$ cat src/design/cmsfc_pkg.sv
// Package: constants and types of the clock mode select block
package cmsfc_pkg;

	// ==========================================================
	// Modes
	typedef enum logic [1:0] {
		CMSFC_SELF_CLOCKED = 2'h0,
		CMSFC_ENGAGED_INT = 2'h1,
		CMSFC_BYPASS_EXT = 2'h2,
		CMSFC_ENGAGED_EXT = 2'h3
	} cmsfc_mode_e;

	// ==========================================================
	// Reset values and timing
	localparam logic [1:0] CMSFC_MODE_RST = 2'h0;
	localparam int CMSFC_SETTLE_CYCLES = 4;
	localparam int CMSFC_IRC_DIV = 7;
	localparam int CMSFC_CNT_W = 3;
	localparam int CMSFC_FIX_RATIO_MIN = 4;
	localparam int CMSFC_FLD_W = 3;
	localparam int CMSFC_RED_W = 8;

endpackage : cmsfc_pkg

$ cat src/design/cmsfc_clk_div.sv
// Module: enable divider, one pulse each div_i cycles with en_i high
module cmsfc_clk_div
	import cmsfc_pkg::*;
#(
	parameter int WIDTH = 9
) (
	input wire logic clk_i,
	input wire logic rst_i,
	input wire logic en_i,
	input wire logic [WIDTH-1:0] div_i,
	output logic pulse_o
);

	logic [WIDTH-1:0] cnt_reg;
	logic [WIDTH-1:0] cnt_next;
	logic pulse_reg;
	logic pulse_next;

	always_comb begin
		cnt_next = cnt_reg;
		pulse_next = 1'b0;
		if (en_i) begin
			if (cnt_reg + WIDTH'(1) >= div_i) begin
				cnt_next = '0;
				pulse_next = 1'b1;
			end else begin
				cnt_next = cnt_reg + WIDTH'(1);
			end
		end
	end

	always_ff @(posedge clk_i) begin
		if (rst_i) begin
			cnt_reg <= '0;
			pulse_reg <= 1'b0;
		end else begin
			cnt_reg <= cnt_next;
			pulse_reg <= pulse_next;
		end
	end

	assign pulse_o = pulse_reg;

endmodule // cmsfc_clk_div

$ cat src/design/cmsfc_mode_ctrl.sv
// Module: clock mode select, main and fixed clock enables
// Behaviour
// A two-bit mode request is accepted and the mode in effect is reported apart, 00 self, 01 int, 10 bypass, 11 ext.
// When the requested mode's entry conditions hold the actual mode becomes the request.
// Missing flags hold the actual mode off the request; bypass to ext is barred while loss of clock is set.
// The actual mode changes only several cycles after a request write, never in the same cycle.
// Software wanting a crystal sets reference select 1 and request 1x on its first control write.
// A first control write with reference select 0 locks it at 0 and keeps the amplifier off until reset.
// Self-clocked output is osc clock over reduction, while the ring reference over 7 still feeds stability.
// Engaged-ext output is osc over twice reduction while locking or relocking after a multiplier change, else over reduction.
// The fixed clock equals the bus clock outside engaged-ext mode unless switched off.
// In engaged-ext the fixed clock is ext ref over 2 only when P*N/R is at least 4 and locked, else bus clock.
// The fixed clock is off in engaged-int and self-clocked modes; peripherals must not use it there.
// High gain select 1 picks the high-gain oscillator in both ranges, 0 the low-power one.
// High gain takes effect only when reference select is 1.
// High gain select takes a single write after reset and ignores later ones.
// Power: int runs ring and osc; ext stops ring runs osc; self stops ring runs osc open loop; bypass stops both.
// Oscillator-stable and ext-reference-ok flags are status inputs to mode selection.
// While request and actual differ the main output follows the actual mode without glitch.
module cmsfc_mode_ctrl
	import cmsfc_pkg::*;
(
	input wire logic clk_i,
	input wire logic rst_i,
	input wire logic ctrl_wr_i,
	input wire logic [1:0] mode_request_field_i,
	input wire logic osc_reference_select_i,
	input wire logic high_gain_select_i,
	input wire logic range_i,
	input wire logic [CMSFC_FLD_W-1:0] multiplier_field_i,
	input wire logic [CMSFC_FLD_W-1:0] reduction_field_i,
	input wire logic osc_stable_flag_i,
	input wire logic ext_reference_ok_flag_i,
	input wire logic loss_of_clock_flag_i,
	input wire logic lock_flag_i,
	input wire logic osc_clock_i,
	input wire logic ext_reference_clock_i,
	input wire logic int_reference_clock_i,
	output logic [1:0] mode_actual_field_o,
	output logic [1:0] mode_request_o,
	output logic osc_reference_lock_o,
	output logic high_gain_o,
	output logic main_clock_en_o,
	output logic fixed_freq_clock_en_o,
	output logic fixed_freq_off_o,
	output logic int_ref_tick_o,
	output logic ring_ref_run_o,
	output logic digital_osc_run_o,
	output logic digital_osc_open_loop_o,
	output logic osc_amp_en_o
);

	// ==========================================================
	// Input synchronisers for pin-side flags and clocks
	localparam int NSYNC = 6;
	logic [NSYNC-1:0] async_in;
	logic [NSYNC-1:0] s1_reg;
	logic [NSYNC-1:0] s2_reg;
	logic [NSYNC-1:0] s3_reg;
	logic osc_stable_flag;
	logic ext_reference_ok_flag;
	logic loss_of_clock_flag;
	logic lock;
	logic osc_rise;
	logic ext_rise;
	logic irc_rise;

	assign async_in = {osc_stable_flag_i, ext_reference_ok_flag_i,
		loss_of_clock_flag_i, osc_clock_i, ext_reference_clock_i,
		int_reference_clock_i};

	always_ff @(posedge clk_i) begin
		if (rst_i) begin
			s1_reg <= '0;
			s2_reg <= '0;
			s3_reg <= '0;
		end else begin
			s1_reg <= async_in;
			s2_reg <= s1_reg;
			s3_reg <= s2_reg;
		end
	end

	assign osc_stable_flag = s2_reg[5];
	assign ext_reference_ok_flag = s2_reg[4];
	assign loss_of_clock_flag = s2_reg[3];
	assign lock = lock_flag_i;
	assign osc_rise = s2_reg[2] & ~s3_reg[2];
	assign ext_rise = s2_reg[1] & ~s3_reg[1];
	assign irc_rise = s2_reg[0] & ~s3_reg[0];

	// ==========================================================
	// Control register one: mode request and one-shot bits
	logic first_done_reg, first_done_next;
	logic osc_reference_select_reg, osc_reference_select_next;
	logic hgo_done_reg, hgo_done_next;
	logic hgo_reg, hgo_next;
	logic [1:0] req_reg, req_next;
	logic [CMSFC_FLD_W-1:0] mfd_last_reg, mfd_last_next;

	always_comb begin
		first_done_next = first_done_reg;
		osc_reference_select_next = osc_reference_select_reg;
		hgo_done_next = hgo_done_reg;
		hgo_next = hgo_reg;
		req_next = req_reg;
		mfd_last_next = multiplier_field_i;
		if (ctrl_wr_i) begin
			req_next = mode_request_field_i;
			if (!first_done_reg) begin
				first_done_next = 1'b1;
				osc_reference_select_next = osc_reference_select_i;
			end
			if (!hgo_done_reg) begin
				hgo_done_next = 1'b1;
				hgo_next = high_gain_select_i;
			end
		end
	end

	always_ff @(posedge clk_i) begin
		if (rst_i) begin
			first_done_reg <= 1'b0;
			osc_reference_select_reg <= 1'b0;
			hgo_done_reg <= 1'b0;
			hgo_reg <= 1'b0;
			req_reg <= CMSFC_MODE_RST;
			mfd_last_reg <= '0;
		end else begin
			first_done_reg <= first_done_next;
			osc_reference_select_reg <= osc_reference_select_next;
			hgo_done_reg <= hgo_done_next;
			hgo_reg <= hgo_next;
			req_reg <= req_next;
			mfd_last_reg <= mfd_last_next;
		end
	end

	// ==========================================================
	// Actual mode selection with settling delay
	cmsfc_mode_e act_reg, act_next;
	logic [CMSFC_CNT_W-1:0] settle_reg, settle_next;
	logic relock_reg, relock_next;
	logic entry_ok;

	always_comb begin
		case (cmsfc_mode_e'(req_reg))
			CMSFC_SELF_CLOCKED: entry_ok = 1'b1;
			CMSFC_ENGAGED_INT: entry_ok = osc_stable_flag;
			CMSFC_BYPASS_EXT: entry_ok = ext_reference_ok_flag;
			CMSFC_ENGAGED_EXT: entry_ok = osc_stable_flag & ext_reference_ok_flag &
				!(act_reg == CMSFC_BYPASS_EXT && loss_of_clock_flag);
			default: entry_ok = 1'b0;
		endcase
	end

	always_comb begin
		act_next = act_reg;
		settle_next = settle_reg;
		relock_next = relock_reg;
		// Restart the wait on every write so status never tracks the write
		if (ctrl_wr_i) begin
			settle_next = CMSFC_CNT_W'(CMSFC_SETTLE_CYCLES);
		end else if (settle_reg != '0) begin
			settle_next = settle_reg - CMSFC_CNT_W'(1);
		end else if (entry_ok && act_reg != cmsfc_mode_e'(req_reg)) begin
			act_next = cmsfc_mode_e'(req_reg);
			if (act_next == CMSFC_ENGAGED_EXT) begin
				relock_next = 1'b1;
			end
		end
		if (multiplier_field_i != mfd_last_reg) begin
			relock_next = 1'b1;
		end else if (lock) begin
			relock_next = 1'b0;
		end
	end

	always_ff @(posedge clk_i) begin
		if (rst_i) begin
			act_reg <= cmsfc_mode_e'(CMSFC_MODE_RST);
			settle_reg <= '0;
			relock_reg <= 1'b1;
		end else begin
			act_reg <= act_next;
			settle_reg <= settle_next;
			relock_reg <= relock_next;
		end
	end

	// ==========================================================
	// Clock enables: main from dividers, fixed clock per mode
	logic [CMSFC_RED_W:0] red_div;
	logic main_src;
	logic main_tick;
	logic ext_half_reg, ext_half_next;
	logic [7:0] pn;
	logic ratio_ok;
	logic irc_tick;

	assign red_div = (CMSFC_RED_W+1)'(1) << (reduction_field_i +
		((act_reg == CMSFC_ENGAGED_EXT && relock_reg) ? 1 : 0));
	// Source follows the actual mode, so a pending request cannot glitch it
	assign main_src = (act_reg == CMSFC_BYPASS_EXT) ?
		ext_rise : osc_rise;

	cmsfc_clk_div #(.WIDTH(CMSFC_RED_W+1)) u_main_div (
		.clk_i(clk_i),
		.rst_i(rst_i),
		.en_i(main_src),
		.div_i(red_div),
		.pulse_o(main_tick)
	);

	cmsfc_clk_div #(.WIDTH(3)) u_irc_div (
		.clk_i(clk_i),
		.rst_i(rst_i),
		.en_i(irc_rise),
		.div_i(3'(CMSFC_IRC_DIV)),
		.pulse_o(irc_tick)
	);

	// N = 4 + 2*mfd; P = 64 in low range, 1 in high range
	assign pn = 8'(4) + {4'h0, multiplier_field_i, 1'b0};
	assign ratio_ok = range_i ?
		((16'(pn) >> reduction_field_i) >= 16'(CMSFC_FIX_RATIO_MIN)) :
		(((16'(pn) << 6) >> reduction_field_i) >=
			16'(CMSFC_FIX_RATIO_MIN));

	always_comb begin
		ext_half_next = ext_half_reg;
		if (ext_rise) begin
			ext_half_next = ~ext_half_reg;
		end
	end

	logic main_en_reg, fix_en_reg, fix_off_reg, irc_tick_reg;
	logic main_en_next, fix_en_next, fix_off_next;

	always_comb begin
		main_en_next = main_tick;
		fix_off_next = (act_reg == CMSFC_ENGAGED_INT) ||
			(act_reg == CMSFC_SELF_CLOCKED);
		if (fix_off_next) begin
			fix_en_next = 1'b0;
		end else if (act_reg == CMSFC_ENGAGED_EXT && ratio_ok && lock) begin
			fix_en_next = ext_rise & ext_half_reg;
		end else begin
			fix_en_next = main_tick;
		end
	end

	always_ff @(posedge clk_i) begin
		if (rst_i) begin
			ext_half_reg <= 1'b0;
			main_en_reg <= 1'b0;
			fix_en_reg <= 1'b0;
			fix_off_reg <= 1'b1;
			irc_tick_reg <= 1'b0;
		end else begin
			ext_half_reg <= ext_half_next;
			main_en_reg <= main_en_next;
			fix_en_reg <= fix_en_next;
			fix_off_reg <= fix_off_next;
			irc_tick_reg <= irc_tick;
		end
	end

	// ==========================================================
	// Power and oscillator controls, registered
	logic ring_reg, dosc_reg, open_reg, amp_reg, hg_eff_reg;
	logic ref_lock_reg;

	always_ff @(posedge clk_i) begin
		if (rst_i) begin
			ring_reg <= 1'b0;
			dosc_reg <= 1'b1;
			open_reg <= 1'b1;
			amp_reg <= 1'b0;
			hg_eff_reg <= 1'b0;
			ref_lock_reg <= 1'b0;
		end else begin
			ref_lock_reg <= first_done_reg & ~osc_reference_select_reg;
			ring_reg <= (act_reg == CMSFC_ENGAGED_INT);
			dosc_reg <= (act_reg != CMSFC_BYPASS_EXT);
			open_reg <= (act_reg == CMSFC_SELF_CLOCKED);
			amp_reg <= osc_reference_select_reg;
			hg_eff_reg <= hgo_reg & osc_reference_select_reg;
		end
	end

	assign mode_actual_field_o = act_reg;
	assign mode_request_o = req_reg;
	assign osc_reference_lock_o = ref_lock_reg;
	assign high_gain_o = hg_eff_reg;
	assign main_clock_en_o = main_en_reg;
	assign fixed_freq_clock_en_o = fix_en_reg;
	assign fixed_freq_off_o = fix_off_reg;
	assign int_ref_tick_o = irc_tick_reg;
	assign ring_ref_run_o = ring_reg;
	assign digital_osc_run_o = dosc_reg;
	assign digital_osc_open_loop_o = open_reg;
	assign osc_amp_en_o = amp_reg;

endmodule // cmsfc_mode_ctrl

$ cat config.mk
export PLATFORM = sky130hd
export DESIGN_NAME = cmsfc_mode_ctrl
export DESIGN_NICKNAME = d
export VERILOG_FILES = /design/src/design/cmsfc_pkg.sv /design/src/design/cmsfc_clk_div.sv /design/src/design/cmsfc_mode_ctrl.sv
export SDC_FILE = /design/constraint.sdc
export NUM_CORES = 1
export LEC_CHECK = 0
export BUFFER_PORTS_ARGS = -buffer_cell sky130_fd_sc_hd__buf_2
export CAP_MARGIN = 25
export CORE_AREA = 2 2 73 75
export CTS_BUF_LIST = sky130_fd_sc_hd__clkbuf_8
export CTS_CLUSTER_SIZE = 40
export DETAILED_ROUTE_END_ITERATION = 6
export DIE_AREA = 0 0 75 77
export HOLD_SLACK_MARGIN = 0.12
export PLACE_DENSITY = 0.73
export RECOVER_POWER = 25
export SLEW_MARGIN = 10
export SYNTH_ARGS = -nofsm -noshare
export SYNTH_HDL_FRONTEND = slang
export SYNTH_SLANG_ARGS = --single-unit
$ cat constraint.sdc
create_clock -name clk_i -period 2.6 [get_ports clk_i]
set_input_delay 0.13 -clock clk_i [delete_from_list [all_inputs] [get_ports clk_i]]
set_output_delay 0.13 -clock clk_i [all_outputs]
set_load 0.02 [all_outputs]
==> reports/summary.txt, run 1 <==
Static leakage -> 1.36 nW
FF-to-FF End -> u_main_div.cnt_reg[6]$_SDFFE_PP0P_
Min Tclk post-route -> 2600 ps
Hold endpoint -> fixed_freq_clock_en_o$_SDFF_PP0_
Slew @ Worst Pin -> 632 ps
Status -> finished clean
Via count -> 2,094
Min-Delay Path Class -> in -> reg
Vias per cell -> 5.08
Post-Syn Area per Cell -> 9.08 um^2
Comb power frac -> 0.151
Avg WL per Cell -> 12.2 um
Max-cap violations -> 0
Peak supply drop -> 0.000419 V
Num ports -> 35
Root Driver -> clkbuf_8
CTS tree -> done
Worst r2r path cells -> 13
Remaining antenna violation count -> 0
Synthesized flop and latch total -> 54
Ant. Diodes -> 0
Max Fclk -> 0.385 GHz
Highest Signal Layer -> met4
Worst setup SP type -> flip-flop
Clock Skews -> 9.12 ps
Synth Instances -> 280
Largest cells by area after synthesis -> dfxtp_1 43%, ha_1 8.9%, nor2b_1 7.4%, a21oi_1 3.5%, nor2_1 3.4%
Kind of critical path -> reg -> reg
Met3 Routed Length -> 203 um
Max FFs per register -> 9
EDFF count, synth -> 0
Setup TNS -> 0 ps
Total gr overflow -> 0
Initial antenna violation count -> 0
Seq/Total Area, Yosys -> 0.425
CP Max Fanout -> 5
Internal Power -> 1.18 mW
Reg2reg setup slack -> 5 ps
CTS max path bufs -> 2
Share of power burned in registers -> 0.544
Cell area power density -> 494 nW/um^2
Pre-antenna DRT Iters -> 5
Hold Path Depth -> 3
Largest net degree at the start of global routing -> 26
Unique masters post-synth -> 43
# nets final -> 380
Req. time, crit path -> 2840 ps
Worst slew margin -> 0.570
Reg2reg start -> mode_actual_field_o[1]$_SDFFE_PP0P_
# rows -> 26
Primary FF master, synth -> dfxtp_1
Final Hold Viols -> 0
Synth warn -> 0
Final Util -> 0.652
I/O Buffers -> 34
Critical Path End Type -> flip-flop
Clock buffer count from CTS -> 5
Final GP Congestion -> 0.811
Hold Worst Slack -> 166 ps
Power share of the clock group -> 0.305
RSZ-0062 raised after global routing -> true
Share of post-route cells with drive strength above 1 -> 0.243
Worst-path clk slew -> 100 ps
Die Y-Extent -> 77 um
Aggregate routed wire length -> 5010 um
Dominant cell type by area after synthesis -> dfxtp_1
Start point of the worst hold path -> lock_flag_i
Period utilisation layout -> 0.998
Final setup fails -> 0
Initial Util -> 0.511
First-pass GRT wire length -> 8050 um
M1 wire length -> 2210 um
Die X -> 75 um
Area fraction of the dominant cell type after synthesis -> 0.425
Power Total -> 1.60 mW
DRT iter0 DRCs -> 156
Total track usage -> 0.178
Net count after synthesis -> 319
Post-synthesis async set-or-reset flop share -> 0
Met2 wire len -> 2540 um
Max Slew Vio Count -> 0
Mapped cell area -> 2540 um^2
Clock latency on the worst-skew pair -> 310 ps
Vias in the first global route -> 1,900
Psw -> 426 uW
P&R area growth vs syn -> 27.7%
Drt drc -> 0
Die ar. -> 5780 um^2
Sink Count -> 54
Dpl hpwl -> 3450 um
Core area -> 4980 um^2
Htree depth -> 2
Switch share -> 0.266
Critical Path AT -> 2830 ps
worst max-delay path, cell delays in order (launching register included):
cell	delay, ps
dfxtp_4	350
and3_4	190
ha_4	150
ha_4	170
a21oi_2	40
mux2_4	290
nand2_4	70
ha_4	190
a21o_1	160
a21o_4	220
a221oi_4	280
buf_6	160
nand3_2	70
a31oi_1	190
kinds of logic (layout without fill, tap and decap cells):
| family | count (synthesis) | in the layout | share of synthesized area |
|---|---|---|---|
| DFF | 54 | 54 | 0.425 |
| adders and majority gates | 18 | 18 | 0.0886 |
| muxes | 9 | 9 | 0.0379 |
| xor gates and xnor gates | 15 | 15 | 0.0517 |
| buffers and inverters | 20 | 82 | 0.0315 |
| and+or+nand+nor | 124 | 124 | 0.264 |
| AOI/OAI and AO/OA | 40 | 40 | 0.101 |
layout make-up:
cell class              instances  area [um^2]
inverters                      12         45.0
clock inverters                 3         28.8
clock buffers                   5         68.8
flip-flops and latches         54         1090
fillers                       408         1730
well taps                      70         87.6
repair buffers                 62          410
multi-input cells             206         1520
layout by cell type (no fill, tap or decap), types with 2 or more instances in the layout:
cell and count:
dfxtp_4 2, nor2_1 22, inv_1 12, xor2_1 6, or3_1 2, nand2b_1 6, o21ai_0 5, clkbuf_8 5
ha_4 4, xnor2_1 8, nor3b_1 4, a21oi_2 2, dfxtp_2 2, nand3_1 11, nand4_1 2, ha_1 14
buf_4 12, buf_2 30, a31oi_1 2, mux2i_1 6, nor3_2 2, and3_1 3, dfxtp_1 50, nor2b_1 29
nor3_1 8, clkbuf_1 5, dlygate4sd3_1 14, nand2_1 20, nand3_2 4, o21ai_1 3, a21oi_1 16, o21ai_2 2
how the worst max path moves through the flow:
stage,endpoint,startpoint
2_1_floorplan,u_main_div.cnt_reg[1]$_SDFFE_PP0P_,mode_actual_field_o[0]$_SDFFE_PP0P_
3_3_place_gp,u_main_div.cnt_reg[6]$_SDFFE_PP0P_,mode_actual_field_o[1]$_SDFFE_PP0P_
3_5_place_dp,u_main_div.cnt_reg[6]$_SDFFE_PP0P_,mode_actual_field_o[1]$_SDFFE_PP0P_
4_1_cts,u_main_div.cnt_reg[6]$_SDFFE_PP0P_,mode_actual_field_o[1]$_SDFFE_PP0P_
5_1_grt,u_main_div.cnt_reg[6]$_SDFFE_PP0P_,mode_actual_field_o[1]$_SDFFE_PP0P_
6_report,u_main_div.cnt_reg[6]$_SDFFE_PP0P_,mode_actual_field_o[1]$_SDFFE_PP0P_
routing by layer:
layer	vias to the layer above	global-route usage
met5	-	0
li1	1077	-
met4	0	0.0696
met1	965	0.223
met2	47	0.296
met3	5	0.0302
power by group through the flow:
stage / Clock, mW / Sequential [mW] / Combinational (mW)
global placement: 0 / 0.890 / 0.200
CTS: 0.509 / 0.872 / 0.227
floorplan: 0 / 0.899 / 0.134
finish: 0.489 / 0.871 / 0.242
global route: 0.538 / 0.876 / 0.268
detailed placement: 0 / 0.891 / 0.205
repair_timing:
item | 4_1_cts | 5_1_grt
buffers inserted | 0 | 4
hold buffers | 14 | 0
endpoints found under the setup margin | 7 | 10
resized for setup | 6 | 15
endpoints found under the hold margin | 15 | 0
pin swaps | 5 | 11
metrics by stage:
step | worst slack [ps] | instances | cell area [um^2]
final | 4.72 | 412 | 3250
after global placement | 34.1 | 386 | 2870
after detailed placement | -73.6 | 386 | 2870
after global routing | -134 | 412 | 3250
after CTS | 1.14 | 408 | 3140
after floorplan | 1.07 | 280 | 2570
synthesized netlist by cell type, types with 2 or more instances:
master	count
nand3_2	2
buf_1	3
o21ai_0	6
o21ai_1	4
nand2b_1	6
mux2i_1	6
nor3_1	9
a31oi_1	2
xnor2_1	9
nor3b_1	4
and2_1	2
and3_1	4
inv_1	12
nand4_1	2
or3_1	2
xor2_1	6
a21o_1	2
nor2b_1	30
nor2_1	23
dfxtp_1	54
nand3_1	13
clkbuf_1	3
a21oi_1	18
ha_1	18
mux2_2	2
nand2_1	21
Power figures use the tool's default switching activity.
==> run 2: changes to the inputs <==
==> constraint.sdc (replaced) <==
create_clock -name clk_i -period 2.6 [get_ports clk_i]
set_input_delay 0.65 -clock clk_i [delete_from_list [all_inputs] [get_ports clk_i]]
set_output_delay 0.65 -clock clk_i [all_outputs]
set_load 0.02 [all_outputs]
==> run 2 against run 1 <==
  * Non-clock buffer count shrank 14
  * Core utilization fell by 2.0 points
  * Clock-buffer cell count is the same
  * Worst setup slack improved by 50 ps
  * Global-route usage grew 0.053 points
==> reports/summary.txt, run 2 (synthesized netlist as in run 1, its figures left out) <==
Final setup fails -> 0
Dpl hpwl -> 3410 um
Static leakage -> 1.32 nW
Die ar. -> 5780 um^2
Fillers -> 456
Cell Chain, Critical Path -> and3_4 > ha_4 > ha_4 > a21oi_2 > mux2_4 > nand2_4 > ha_4 > a21o_1 > a21o_1 > a221oi_4 > buf_6 > nand3_2 > a31oi_1
Commonest cells after routing, fill and taps aside -> 52 x dfxtp_1, 34 x buf_2, 28 x nor2b_1, 22 x nor2_1, 19 x nand2_1
Aggregate routed wire length -> 4680 um
Final GP Congestion -> 0.796
Share of power burned in registers -> 0.532
Switch share -> 0.241
Min-Delay Path Class -> reg -> reg
Critical Path End Type -> flip-flop
Status -> finished clean
Slew @ Worst Pin -> 682 ps
Max-cap violations -> 0
Vias per cell -> 5.11
Hold Worst Slack -> 445 ps
Largest net degree at the start of global routing -> 33
Power share of the clock group -> 0.334
Drt drc -> 0
Clock buffer count from CTS -> 5
Remaining antenna violation count -> 0
Commonest non-fill, non-tap cell in the layout -> dfxtp_1
Psw -> 395 uW
Avg WL per Cell -> 11.8 um
Period utilisation layout -> 0.979
Ant. Diodes -> 0
Sink Count -> 54
Max FFs per register -> 9
Clock latency on the worst-skew pair -> 310 ps
CTS tree -> done
Core area -> 4980 um^2
Initial Util -> 0.511
Power Total -> 1.64 mW
Via count -> 2,032
Req. time, crit path -> 2830 ps
Vias in the first global route -> 1,976
Worst-path clk slew -> 90 ps
Die X -> 75 um
Die Y-Extent -> 77 um
Initial antenna violation count -> 0
Htree depth -> 2
Worst path max stage delay -> 350 ps
Cell area power density -> 520 nW/um^2
Final Hold Viols -> 0
Critical Path Most Common Cell -> ha_4
Final Util -> 0.632
Num ports -> 35
# nets final -> 366
Internal Power -> 1.24 mW
Total track usage -> 0.178
Critical Path Slowest Stage Cell -> dfxtp_4
Max Slew Vio Count -> 0
Peak supply drop -> 0.000358 V
Min Tclk post-route -> 2550 ps
Pre-antenna DRT Iters -> 4
P&R area growth vs syn -> 23.8%
Worst slew margin -> 0.537
Kind of critical path -> reg -> reg
# rows -> 26
DRT iter0 DRCs -> 112
RSZ-0062 raised after global routing -> true
I/O Buffers -> 34
Clock Skews -> 9.51 ps
Total gr overflow -> 0
Critical Path AT -> 2780 ps
Max Fclk -> 0.393 GHz
First-pass GRT wire length -> 8090 um
Worst setup SP type -> flip-flop
Root Driver -> clkbuf_8
Share of post-route cells with drive strength above 1 -> 0.268
CP Max Fanout -> 8
Comb power frac -> 0.134
CTS max path bufs -> 2
## run 2: metrics by stage
step	instances	setup WS (ps)	cell area, um^2	setup TNS, ps
final	398	54.4	3150	0
after global routing	398	-69.7	3150	-310
after CTS	398	9.06	3050	0
after detailed placement	388	-314	2900	-2660
after global placement	388	-246	2900	-2160
after floorplan	280	6.25	2590	0
## run 2: cell type report
cell class,instances,area [um^2],area share
Sequential cell,54,1090,0.345
Timing Repair Buffer,48,279,0.0887
Clock inverter,3,41.3,0.0131
Multi-Input combinational cell,206,1540,0.489
Tap cell,70,87.6,0.0278
Clock buffer,5,68.8,0.0219
Inverter,12,45.0,0.0143
## run 2: critical path, delay by kind of cell (launching register included)
kind            cells  cell delay (ps)
compound gates      5              820
fa+ha+maj           3              500
simple gates        3              330
buf+inv             1              160
mux                 1              290
flops               1              350
## run 2: final timing paths
path	endpoint	startpoint	slack, ps	depth (start not counted)
worst max-delay path	u_main_div.cnt_reg[6]$_SDFFE_PP0P_	mode_actual_field_o[0]$_SDFFE_PP0P_	50	13
worst min-delay path	s2_reg[5]$_SDFF_PP0_	s1_reg[5]$_SDFF_PP0_	450	1
worst max register to register	u_main_div.cnt_reg[6]$_SDFFE_PP0P_	mode_actual_field_o[0]$_SDFFE_PP0P_	50	13
worst min register to register	s2_reg[5]$_SDFF_PP0_	s1_reg[5]$_SDFF_PP0_	450	1
## run 2: power groups by stage
stage	Sequential (mW)	Combinational, mW	Clock (mW)
6_report	0.872	0.219	0.547
5_1_grt	0.876	0.244	0.603
4_1_cts	0.872	0.209	0.565
3_5_place_dp	0.891	0.199	0
3_3_place_gp	0.890	0.197	0
2_1_floorplan	0.899	0.135	0
## run 2: timing repair
item	4_1_cts	5_1_grt
pin swaps	9	13
hold endpoints to repair	0	0
gates resized for setup	7	15
hold buffers	0	0
buffers inserted	2	0
setup endpoints to repair	7	9
## run 2: routing by layer
metal,up-vias,wire length [um],track usage
li1,1043,-,-
met1,942,2140,0.209
met2,42,2280,0.302
met3,5,216,0.0512
met4,0,44,0.0625
met5,-,0,0
